[config.mk]
export PLATFORM = sky130hd
export DESIGN_NAME = lpm_ctrl
export DESIGN_NICKNAME = d
export VERILOG_FILES = /design/src/core/lpm_pkg.sv /design/src/core/lpm_stab_timer.sv /design/src/core/lpm_ctrl.sv
export SDC_FILE = /design/constraint.sdc
export NUM_CORES = 1
export LEC_CHECK = 0
export BUFFER_PORTS_ARGS = -buffer_cell sky130_fd_sc_hd__buf_2
export CORE_AREA = 8 8 117 119
export DETAILED_ROUTE_END_ITERATION = 10
export DIE_AREA = 0 0 125 127
export PLACE_DENSITY_LB_ADDON = 0.12
export SLEW_MARGIN = 20
export SYNTH_ARGS = -nofsm -noshare
export SYNTH_HDL_FRONTEND = slang
export SYNTH_HIERARCHICAL = 1
export SYNTH_SLANG_ARGS = --single-unit
[constraint.sdc]
create_clock -name pclk -period 4.84 [get_ports pclk]
set_input_delay 0.242 -clock pclk [delete_from_list [all_inputs] [get_ports pclk]]
set_output_delay 0.242 -clock pclk [all_outputs]
set_load 0.02 [all_outputs]
[src/core/lpm_pkg.sv]
package lpm_pkg;

    // ====
    // register map
    localparam logic [7:0] LPM_REG_CTRL = 8'h00;
    localparam logic [7:0] LPM_REG_STATUS = 8'h04;
    localparam logic [7:0] LPM_REG_HALT_WAKE = 8'h08;
    localparam logic [7:0] LPM_REG_ACT_WAKE = 8'h0c;

    // ====
    // reset values
    localparam logic [8:0] LPM_CTRL_RESET = 9'h000;
    // halt wake lines
    localparam logic [13:0] LPM_HALT_WAKE_RESET = 14'h101e;
    // active halt wake lines
    localparam logic [13:0] LPM_ACT_WAKE_RESET = 14'h0a00;
    // auto wakeup halt line
    localparam logic [13:0] LPM_AWU_WAKE = 14'h0001;
    localparam logic LPM_CC_I_RESET = 1'b1;

    // ====
    // opcodes and field positions
    localparam logic [7:0] LPM_HALT_OPCODE = 8'h8e;
    localparam int LPM_IRQ_NUM = 14;
    localparam int LPM_STATUS_MODE_LSB = 0;
    localparam int LPM_STATUS_VEC_LSB = 4;
    localparam int LPM_STATUS_RST_BIT = 8;
    localparam int LPM_STATUS_CCI_BIT = 9;

    // ====
    // timing
    localparam int LPM_CLK_PERIOD_PS = 5000;
    localparam logic [12:0] LPM_STAB_SHORT_CYC = 13'd256;
    localparam logic [12:0] LPM_STAB_LONG_CYC = 13'd4096;
    localparam int LPM_PLL_SETTLE_NS = 1000;
    localparam logic [12:0] LPM_PLL_SETTLE_CYC =
        13'((LPM_PLL_SETTLE_NS * 1000 + LPM_CLK_PERIOD_PS - 1) / LPM_CLK_PERIOD_PS);

    // ====
    // types
    typedef enum logic [2:0]
    {
        LPM_RUN,
        LPM_WAIT,
        LPM_HALT,
        LPM_ACT_HALT,
        LPM_AWU_HALT,
        LPM_STAB,
        LPM_PLL
    } lpm_mode_e;

    typedef struct packed
    {
        logic pll_enable;
        logic long_stab;
        logic watchdog_enable;
        logic watchdog_halt_option;
        logic auto_wakeup_enable;
        logic timer_source_select_hi;
        logic timer_source_select_lo;
        logic overflow_irq_enable;
        logic timebase_one_irq_enable;
    } lpm_ctrl_s;

    typedef struct packed
    {
        logic cpu_run;
        logic periph_clk_en;
        logic osc_en;
        logic timer_clk_en;
        logic pll_out_en;
    } lpm_clk_s;

endpackage

[src/core/lpm_stab_timer.sv]
`timescale 1ns/1ps
module lpm_stab_timer
    import lpm_pkg::*;
(
    // clock and reset
    input wire logic pclk,
    input wire logic presetn,
    // control
    input wire logic start,
    input wire logic [12:0] length,
    // result
    output logic done
);

    logic [12:0] count;
    logic [12:0] next_count;

    // ==========================================================
    // down counter
    always_comb
    begin
        next_count = count;
        if (start)
        begin
            next_count = length;
        end
        else if (count != 13'h0000)
        begin
            next_count = count - 13'h0001;
        end
    end

    always_ff @(posedge pclk or negedge presetn)
    begin
        if (!presetn)
        begin
            count <= 13'h0000;
        end
        else
        begin
            count <= next_count;
        end
    end

    // done pulse, registered
    always_ff @(posedge pclk or negedge presetn)
    begin
        if (!presetn)
        begin
            done <= 1'b0;
        end
        else
        begin
            done <= !start && (count == 13'h0001);
        end
    end

endmodule

[src/core/lpm_ctrl.sv]
`timescale 1ns/1ps
// Overview of operation
// wait op stops cpu, peripherals run
// wait entry clears interrupt mask bit
// wait ends on reset or interrupt
// service sets mask, pop clears it
// halt only without active halt, autowake
// halt exit restarts oscillator, 256/4096 delay; autowake halt exit waits 256 even with long_stab
// halt entry forces mask to zero
// halt stops oscillator and all clocks
// option decides watchdog reset on halt
// opcode 8e is the halt instruction
// active halt chosen from timer enables
// active halt reset exit waits 256
// active halt interrupt exit resumes at once
// active halt entry clears mask
// active halt keeps oscillator and timer only
// active halt never gives watchdog reset
// only selected interrupts wake active halt
// pll clock only after settle delay; active halt interrupt exit and a pll_enable write in run give it at once
// software clears pending flags before halt
// halt with autowake enters autowake halt
// mode chosen same cycle, exactly one
module lpm_ctrl
    import lpm_pkg::*;
(
    // clock and reset
    input wire logic pclk,
    input wire logic presetn,
    // apb slave
    input wire logic psel,
    input wire logic penable,
    input wire logic pwrite,
    input wire logic [7:0] paddr,
    input wire logic [31:0] pwdata,
    output logic [31:0] prdata,
    output logic pready,
    output logic pslverr,
    // cpu core side
    input wire logic instr_exec,
    input wire logic [7:0] instr_opcode,
    input wire logic wait_for_irq_op,
    input wire logic cc_pop,
    input wire logic reset_req,
    input wire logic [13:0] irq_pending,
    // wake results
    output logic irq_service,
    output logic [3:0] irq_vector,
    output logic reset_fetch,
    output logic watchdog_reset_req,
    output logic condition_code_reg,
    // clock gating
    output logic cpu_run,
    output logic periph_clk_en,
    output logic osc_en,
    output logic timer_clk_en,
    output logic pll_out_en
);

    // ==========================================================
    // declarations
    lpm_mode_e state;
    lpm_mode_e next_state;
    lpm_ctrl_s ctrl;
    lpm_clk_s next_clk;
    logic [13:0] halt_wake;
    logic [13:0] act_wake;
    logic halt_exec;
    logic active_halt_en;
    logic [13:0] wait_hits;
    logic [13:0] halt_hits;
    logic [13:0] act_hits;
    logic [13:0] awu_hits;
    logic [13:0] sel_hits;
    logic [3:0] sel_vec;
    logic sel_any;
    logic [3:0] wake_vec;
    logic wake_by_reset;
    logic next_service;
    logic next_fetch;
    logic next_wdg;
    logic next_lp_entry;
    logic next_latch;
    logic next_latch_reset;
    logic stab_start;
    logic [12:0] stab_len;
    logic stab_done;
    logic apb_setup;
    logic apb_write;
    logic addr_ok;
    logic [31:0] read_word;

    // ==========================================================
    // instruction decode and mode choice
    // halt opcode decode
    assign halt_exec = instr_exec && (instr_opcode == LPM_HALT_OPCODE);

    // active halt enable from timer bits
    assign active_halt_en = ctrl.timebase_one_irq_enable ||
        (ctrl.overflow_irq_enable && !ctrl.timer_source_select_hi &&
        ctrl.timer_source_select_lo);

    // wake candidates per mode
    assign wait_hits = irq_pending;
    assign halt_hits = irq_pending & halt_wake;
    // active halt wake sources
    assign act_hits = irq_pending & (act_wake | halt_wake);
    assign awu_hits = irq_pending & (halt_wake | LPM_AWU_WAKE);

    // ==========================================================
    // wake source picked for the current mode
    always_comb
    begin
        case (state)
            LPM_WAIT:
            begin
                sel_hits = wait_hits;
            end
            LPM_HALT:
            begin
                sel_hits = halt_hits;
            end
            LPM_ACT_HALT:
            begin
                sel_hits = act_hits;
            end
            LPM_AWU_HALT:
            begin
                sel_hits = awu_hits;
            end
            default:
            begin
                sel_hits = 14'h0000;
            end
        endcase
    end

    // lowest line wins
    always_comb
    begin
        sel_vec = 4'h0;
        sel_any = 1'b0;
        for (int i = LPM_IRQ_NUM - 1; i >= 0; i--)
        begin
            if (sel_hits[i])
            begin
                sel_vec = 4'(i);
                sel_any = 1'b1;
            end
        end
    end

    // ==========================================================
    // sequencer next state
    always_comb
    begin
        next_state = state;
        next_service = 1'b0;
        next_fetch = 1'b0;
        next_wdg = 1'b0;
        next_lp_entry = 1'b0;
        next_latch = 1'b0;
        next_latch_reset = 1'b0;
        stab_start = 1'b0;
        stab_len = LPM_STAB_SHORT_CYC;
        case (state)
            LPM_RUN:
            begin
                // one mode, same cycle
                if (halt_exec)
                begin
                    if (active_halt_en)
                    begin
                        // no watchdog reset here
                        next_state = LPM_ACT_HALT;
                        next_lp_entry = 1'b1;
                    end
                    else if (ctrl.watchdog_enable && !ctrl.watchdog_halt_option)
                    begin
                        // watchdog reset instead of halt
                        next_wdg = 1'b1;
                    end
                    else if (ctrl.auto_wakeup_enable)
                    begin
                        // auto wakeup halt
                        next_state = LPM_AWU_HALT;
                        next_lp_entry = 1'b1;
                    end
                    else
                    begin
                        // plain halt
                        next_state = LPM_HALT;
                        next_lp_entry = 1'b1;
                    end
                end
                else if (wait_for_irq_op)
                begin
                    // stop cpu only
                    next_state = LPM_WAIT;
                    next_lp_entry = 1'b1;
                end
            end
            LPM_WAIT:
            begin
                // wake on reset or interrupt
                if (reset_req)
                begin
                    next_state = LPM_RUN;
                    next_fetch = 1'b1;
                end
                else if (sel_any)
                begin
                    next_state = LPM_RUN;
                    next_service = 1'b1;
                end
            end
            LPM_HALT, LPM_AWU_HALT:
            begin
                // restart oscillator, then delay
                if (reset_req || sel_any)
                begin
                    next_state = LPM_STAB;
                    next_latch = 1'b1;
                    next_latch_reset = reset_req;
                    stab_start = 1'b1;
                    if (state == LPM_HALT && ctrl.long_stab)
                    begin
                        stab_len = LPM_STAB_LONG_CYC;
                    end
                end
            end
            LPM_ACT_HALT:
            begin
                if (reset_req)
                begin
                    // fixed short delay on reset
                    next_state = LPM_STAB;
                    next_latch = 1'b1;
                    next_latch_reset = 1'b1;
                    stab_start = 1'b1;
                end
                else if (sel_any)
                begin
                    // resume at once
                    next_state = LPM_RUN;
                    next_service = 1'b1;
                end
            end
            LPM_STAB:
            begin
                if (stab_done)
                begin
                    if (ctrl.pll_enable)
                    begin
                        // hold for pll settling
                        next_state = LPM_PLL;
                        stab_start = 1'b1;
                        stab_len = LPM_PLL_SETTLE_CYC;
                    end
                    else
                    begin
                        next_state = LPM_RUN;
                        next_fetch = wake_by_reset;
                        next_service = !wake_by_reset;
                    end
                end
            end
            LPM_PLL:
            begin
                if (stab_done)
                begin
                    next_state = LPM_RUN;
                    next_fetch = wake_by_reset;
                    next_service = !wake_by_reset;
                end
            end
            default:
            begin
                next_state = LPM_RUN;
            end
        endcase
    end

    // state register
    always_ff @(posedge pclk or negedge presetn)
    begin
        if (!presetn)
        begin
            state <= LPM_RUN;
        end
        else
        begin
            state <= next_state;
        end
    end

    // stabilization and pll settle counter
    lpm_stab_timer u_stab
    (
        .pclk(pclk),
        .presetn(presetn),
        .start(stab_start),
        .length(stab_len),
        .done(stab_done)
    );

    // wake cause held across the delay
    always_ff @(posedge pclk or negedge presetn)
    begin
        if (!presetn)
        begin
            wake_vec <= 4'h0;
            wake_by_reset <= 1'b0;
        end
        else if (next_latch)
        begin
            wake_vec <= sel_vec;
            wake_by_reset <= next_latch_reset;
        end
    end

    // ==========================================================
    // wake outputs
    always_ff @(posedge pclk or negedge presetn)
    begin
        if (!presetn)
        begin
            irq_service <= 1'b0;
            irq_vector <= 4'h0;
            reset_fetch <= 1'b0;
            watchdog_reset_req <= 1'b0;
        end
        else
        begin
            irq_service <= next_service;
            // vector of the waking source
            if (next_service)
            begin
                irq_vector <= (state == LPM_STAB || state == LPM_PLL) ? wake_vec : sel_vec;
            end
            reset_fetch <= next_fetch;
            watchdog_reset_req <= next_wdg;
        end
    end

    // interrupt mask bit, service set wins over pop
    always_ff @(posedge pclk or negedge presetn)
    begin
        if (!presetn)
        begin
            condition_code_reg <= LPM_CC_I_RESET;
        end
        // set during service routine
        else if (next_service)
        begin
            condition_code_reg <= 1'b1;
        end
        // R7: R14: cleared on mode entry
        else if (next_lp_entry)
        begin
            condition_code_reg <= 1'b0;
        end
        // cleared when popped
        else if (cc_pop)
        begin
            condition_code_reg <= 1'b0;
        end
    end

    // ==========================================================
    // clock gating from the next state
    always_comb
    begin
        next_clk = '0;
        case (next_state)
            LPM_RUN:
            begin
                next_clk = '{1'b1, 1'b1, 1'b1, 1'b1, ctrl.pll_enable};
            end
            LPM_WAIT:
            begin
                // peripherals keep their clock
                next_clk = '{1'b0, 1'b1, 1'b1, 1'b1, ctrl.pll_enable};
            end
            LPM_ACT_HALT:
            begin
                // oscillator and timer only
                next_clk = '{1'b0, 1'b0, 1'b1, 1'b1, 1'b0};
            end
            LPM_STAB, LPM_PLL:
            begin
                // oscillator on during the delay
                next_clk = '{1'b0, 1'b0, 1'b1, 1'b0, 1'b0};
            end
            default:
            begin
                // halt, everything off
                next_clk = '0;
            end
        endcase
    end

    always_ff @(posedge pclk or negedge presetn)
    begin
        if (!presetn)
        begin
            cpu_run <= 1'b1;
            periph_clk_en <= 1'b1;
            osc_en <= 1'b1;
            timer_clk_en <= 1'b1;
            pll_out_en <= 1'b0;
        end
        else
        begin
            cpu_run <= next_clk.cpu_run;
            periph_clk_en <= next_clk.periph_clk_en;
            osc_en <= next_clk.osc_en;
            timer_clk_en <= next_clk.timer_clk_en;
            pll_out_en <= next_clk.pll_out_en;
        end
    end

    // ==========================================================
    // apb slave, one wait-free access cycle
    assign apb_setup = psel && !penable;
    assign apb_write = psel && penable && pwrite && pready;
    assign addr_ok = (paddr == LPM_REG_CTRL) || (paddr == LPM_REG_STATUS) ||
        (paddr == LPM_REG_HALT_WAKE) || (paddr == LPM_REG_ACT_WAKE);

    // read mux
    always_comb
    begin
        read_word = 32'h0000_0000;
        case (paddr)
            LPM_REG_CTRL:
            begin
                read_word[8:0] = ctrl;
            end
            LPM_REG_STATUS:
            begin
                read_word[LPM_STATUS_MODE_LSB +: 3] = state;
                read_word[LPM_STATUS_VEC_LSB +: 4] = wake_vec;
                read_word[LPM_STATUS_RST_BIT] = wake_by_reset;
                read_word[LPM_STATUS_CCI_BIT] = condition_code_reg;
            end
            LPM_REG_HALT_WAKE:
            begin
                read_word[13:0] = halt_wake;
            end
            LPM_REG_ACT_WAKE:
            begin
                read_word[13:0] = act_wake;
            end
            default:
            begin
                read_word = 32'h0000_0000;
            end
        endcase
    end

    // handshake and read data
    always_ff @(posedge pclk or negedge presetn)
    begin
        if (!presetn)
        begin
            pready <= 1'b0;
            pslverr <= 1'b0;
            prdata <= 32'h0000_0000;
        end
        else
        begin
            pready <= apb_setup;
            pslverr <= apb_setup && !addr_ok;
            if (apb_setup && !pwrite)
            begin
                prdata <= read_word;
            end
        end
    end

    // writable registers
    always_ff @(posedge pclk or negedge presetn)
    begin
        if (!presetn)
        begin
            ctrl <= LPM_CTRL_RESET;
            halt_wake <= LPM_HALT_WAKE_RESET;
            act_wake <= LPM_ACT_WAKE_RESET;
        end
        else if (apb_write)
        begin
            case (paddr)
                LPM_REG_CTRL:
                begin
                    ctrl <= pwdata[8:0];
                end
                LPM_REG_HALT_WAKE:
                begin
                    halt_wake <= pwdata[13:0];
                end
                LPM_REG_ACT_WAKE:
                begin
                    act_wake <= pwdata[13:0];
                end
                default:
                begin
                    ctrl <= ctrl;
                end
            endcase
        end
    end

endmodule

# Word level (Yosys, flattened, before mapping)
# Cells that the tools add are included.
# totals
in_bits,71
word_cells,172
regBits,88
output_inout_bits,47
# op_classes
n_mux,86
bitwise,4
reduce_logical,37
addsub,1
n_eq_ne,15
# ops
op,n
4-bit 2-to-1 mux,15
14-bit one-hot mux with 4 select lines,1
13-bit 2-to-1 mux,4
14-bit AND,3
5-bit one-hot mux with 4 select lines,2
1-bit 2-to-1 mux,39
3-bit 2-to-1 mux,12
13-bit one-hot mux with 2 select lines,1
9-bit 2-to-1 mux,2
3-bit one-hot mux with 6 select lines,1
"8-bit by 4-bit equality test with 1-bit output, second input constant",2
"3-bit equality test, second input constant",5
1-bit one-hot mux with 3 select lines,5
14-bit bitwise OR,1
"13-bit by 1-bit equality test with 1-bit output, second input constant",1
13-bit nonzero test,1
"13-bit by 1-bit subtractor with 13-bit output, second input constant",1
1-bit logical AND,12
3-bit one-hot mux with 4 select lines,1
"3-bit by 2-bit equality test with 1-bit output, second input constant",3
"8-bit by 3-bit equality test with 1-bit output, second input constant",1
"8-bit equality test, second input constant",1
8-bit zero test,1
4-bit one-hot mux with 2 select lines,1
other kinds (9),27

# Longest topological paths before layout
# depth
ltp_word,23
mapped_depth,19
mapped_depth_nobuf,11

# Hierarchy
# The synthesis kept the hierarchy.
# by_module_without_submodules
module,area_each_um2,cells_per_inst,n_inst,seq_area_each_um2
lpm_ctrl,4372.9,432,1,1866.8
lpm_stab_timer,867.1,88,1,350.3

# Least setup slack after synthesis
# OpenSTA, ideal clock, no wires.
# synth_path
path_type,register -> register
startpoint,register state[2]
endpoint,register u_stab.count[0]
path_buffers,8
setup_time_ns,0.079
arrival_ns,3.968
path_stages_with_launch,20
required_ns,4.761
period_less_slack_ns,4.047
path_slack_ns,0.793
path_cell_list,dfrtp_1 > buf_4 > buf_6 > clkbuf_1 > inv_1 > ha_1 > clkbuf_1 > o211a_1 > a2111oi_1 > nand2_1 > or4_1 > buf_2 > o21a_1 > buf_6 > o21a_1 > clkbuf_1 > nor2_1 > and4_1 > buf_4 > mux2i_1
# synth_between
elab_chain_cells,20
elab_cells_between_ends,28
cone_classes,5 x eq/ne; 20 x mux; 3 x reduce/logical
# synth_lines
item,line,source
start: declaration,lpm_ctrl.sv:62,lpm_mode_e state;
start signal: assignment,lpm_ctrl.sv:293,state <= next_state;
3-bit equality test (tied with other cells),"lpm_ctrl.sv:114, lpm_ctrl.sv:166",
14-bit one-hot mux with 4 select lines,lpm_ctrl.sv:114,case (state)
1-bit 2-to-1 mux (14 in a row),lpm_ctrl.sv:145,if (sel_hits[i])
1-bit logical OR,lpm_ctrl.sv:220,if (reset_req || sel_any)
1-bit 2-to-1 mux,lpm_ctrl.sv:220,
1-bit one-hot mux with 3 select lines *,lpm_ctrl.sv:166,case (state)
via stab_start,lpm_ctrl.sv:85,logic stab_start;
13-bit 2-to-1 mux or 2-bit nonzero test (tied branches),--,
end signal: assignment,lpm_stab_timer.sv:41,count <= next_count;
end: declaration,lpm_stab_timer.sv:15,logic [12:0] count;
# Mark *: on every way through the listed nets, which the timed path passes. The rest lies on a longest branch.
# A chain may end at the register's enable or synchronous reset.

# Final worst setup path
# Ends and elaborated chain as after synthesis.

==> flow_metrics.tcl <==
set metrics [dict create \
    rsz0062_at_grt "no" \
    post_synth_num_cell_types 68 \
    drive_gt1_frac 0.293 \
    hold_class "in -> async" \
    grt_pass1_vias 4333 \
    layout_commonest_cell "buf_2" \
    clockBufferDepth 2 \
    maxSlewHeadroom 0.467 \
    slew_viol_final 0 \
    syn_to_final_growth_pct 14.7 \
    worst-endpoint-required_ns 5.11 \
    leakagePower_nw 2.90 \
    use_met2 0.293 \
    rr_startpoint "state[2]" \
    grt_pass1_wl_mm 22.8 \
    grt_busiest_layer "met2" \
    fin_ws_ns 0.445 \
    synthArstFlopShare 1.00 \
    synth_edf_count 0 \
    synth_ff_type "dfrtp_1" \
    core_um2 11800 \
    cts_setup_buffers 0 \
    first_pass_iters 5 \
    r2r_cells 11 \
    clock_sinks 88 \
    design.portCount 118 \
    synth_seq_cells 88 \
    postPlaceCellArea_um2 5710 \
    path_max_fanout 15 \
    fp.dieW_um 125 \
    syn_inst 520 \
    top_regs "act_wake x14, halt_wake x14, prdata x14" \
    fin_worst_skew_ns 0.00623 \
    reg2reg_setup_slack_ns 0.44 \
    path_class "reg -> reg" \
    grtUsageMet3 0.0611 \
    drv_cap 0 \
    finalHoldViolCount 53 \
    final_area_um2 6010 \
    grt_max_degree 89 \
    fin_nets 676 \
    status "complete, but fails checks" \
    pre_cts_ws_ns 0.460 \
    setup_viol_count_final 0 \
    clkSlewWorstSetupHoldPaths_ns 0.06 \
    via_per_inst 5.58 \
    ctsRootBufferMaster "clkbuf_16" \
    routed_wirelength_mm 13.7 \
    cts_resized 0 \
    pwr_density_cell_nw_per_um2 448 \
    fin_crit_sh 0.908 \
    use_met1 0.219 \
    hold-worst-slack_ns -0.0364 \
    dieArea_um2 15900 \
    row_count 40 \
    gp_congestion 0.836 \
    worst_pin_slew_ns 0.799 \
    cp-start-kind "flip-flop" \
    layout_common_cells "80 x buf_2, 76 x dfrtp_1, 48 x mux2_2, 46 x nand2_1, 40 x nor2_1" \
    fmax_ghz 0.228 \
    netlist_area_um2 5240 \
    antennaDiodeCount 0 \
    drtIter0Drc 246 \
    clock_latency_ns 0.35 \
    fin_setup_tns_ns 0 \
    drc_errors 0 \
    routedWlPerCell_um 18.3 \
    crit_path_end_kind "flip-flop" \
    irDropWorstVdd_v 0.000291 \
    start_util 0.444 \
    holdBufCountCts 0 \
    fillCellCount 1103 \
    grt_overflow 0 \
    violations "negative hold slack" \
    ant_nets 0 \
    r2r_end "u_stab/count[0]" \
    syn_avg_cell_area_um2 10.1 \
    cts_tree "done" \
    arrival_ns 4.67 \
    die_y_um 127 \
    ys_seq_area_frac 0.423 \
    grt_antenna_before_repair 0 \
    layout_min_cycle_time_ns 4.40 \
    dp_hpwl_mm 10.2 \
    track_usage 0.179 \
    io_buffers 81 \
    h-tree-depth 3 \
    total_power_mw 2.69 \
    via_count 4198 \
    cts_made_buffers 9 \
    synth_warnings 6 \
]
-- layout make-up --
class / count / area, µm² / area share
Multi-Input combinational cell: 399 / 2800 / 0.466
Sequential cell: 88 / 2220 / 0.369
Timing Repair Buffer: 86 / 449 / 0.0747
Clock buffer: 13 / 260 / 0.0433
Tap cell: 147 / 184 / 0.0306
Inverter: 16 / 60.1 / 0.00999
Clock inverter: 3 / 40.0 / 0.00666
-- Yosys cell counts (4+ instances only) --
| cell | instances | area, µm² |
|---|---|---|
| and2_1 | 5 | 31.3 |
| inv_1 | 16 | 60.1 |
| a21o_1 | 6 | 45.0 |
| clkbuf_1 | 13 | 48.8 |
| nand3b_1 | 9 | 67.6 |
| mux2i_1 | 15 | 150 |
| xor2_1 | 4 | 35.0 |
| ha_1 | 5 | 62.6 |
| and3b_1 | 8 | 70.1 |
| nor4_1 | 4 | 25.0 |
| a221oi_1 | 6 | 52.6 |
| buf_4 | 20 | 150 |
| buf_2 | 6 | 30.0 |
| mux2_2 | 48 | 541 |
| o21ai_0 | 21 | 105 |
| nand3_1 | 14 | 70.1 |
| o211ai_1 | 6 | 45.0 |
| nand2b_1 | 15 | 93.8 |
| nor2b_1 | 7 | 43.8 |
| o21a_1 | 6 | 45.0 |
| dfrtp_1 | 76 | 1900 |
| nor3_1 | 7 | 35.0 |
| nand2_1 | 46 | 173 |
| xnor2_1 | 5 | 43.8 |
| dfstp_2 | 12 | 315 |
| a21oi_1 | 28 | 140 |
| o211a_1 | 5 | 50.1 |
| a211oi_1 | 7 | 52.6 |
| nor2_1 | 40 | 150 |
-- worst max-delay path, stage by stage (launching register included) --
cell	delay, ns
dfrtp_1	0.56
inv_1	0.22
ha_1	0.44
and2_1	0.25
a2111oi_1	0.55
nand2_1	0.10
or4_1	0.57
o21a_1	0.36
o21a_1	0.33
nor2_1	0.20
and4_1	0.52
mux2i_1	0.23
-- worst max-delay path by stage --
stage               slack [ns]              end  startpoint  cells past startpoint
floorplan                 0.79  u_stab/count[0]    state[2]                     19
global placement          0.54  u_stab/count[0]    state[2]                     11
detailed placement        0.46  u_stab/count[0]    state[2]                     11
CTS                       0.46  u_stab/count[0]    state[2]                     11
global route              0.13  u_stab/count[0]    state[2]                     11
finish                    0.44  u_stab/count[0]    state[2]                     11
-- routing by layer --
metal	up-vias	wire, µm	share of wire
li1	1994	-	-
met1	2052	6150	0.45
met2	134	6400	0.47
met3	18	961	0.070
met4	0	227	0.017
met5	-	0	0
-- stage by stage --
stage	std cells	util	hold WS [ns]
final	752	0.509	-0.0364
after global routing	752	0.509	0.0262
after global placement	736	0.483	0.447
after detailed placement	736	0.483	0.458
after CTS	752	0.508	0.133
after floorplan	546	-	-0.0536
-- logic make-up after synthesis --
kind of cell | synth area share
AND/OR/NAND/NOR | 0.189
buffers and inverters | 0.0623
adder cells (fa/ha/maj) | 0.0119
other | 0.000716
XOR/XNOR | 0.0150
AO/OA/AOI/OAI | 0.154
multiplexers | 0.145
flip-flops | 0.423
-- report_power, final --
group          leakage [nW]  switching [mW]  total [mW]  internal [mW]
Combinational          1.63           0.569       0.976          0.408
Sequential             1.13           0.136        1.01          0.875
Clock                 0.150           0.279       0.706          0.427
Total                  2.90           0.983        2.69           1.71
No activity file was read; power rests on OpenSTA's default activity.
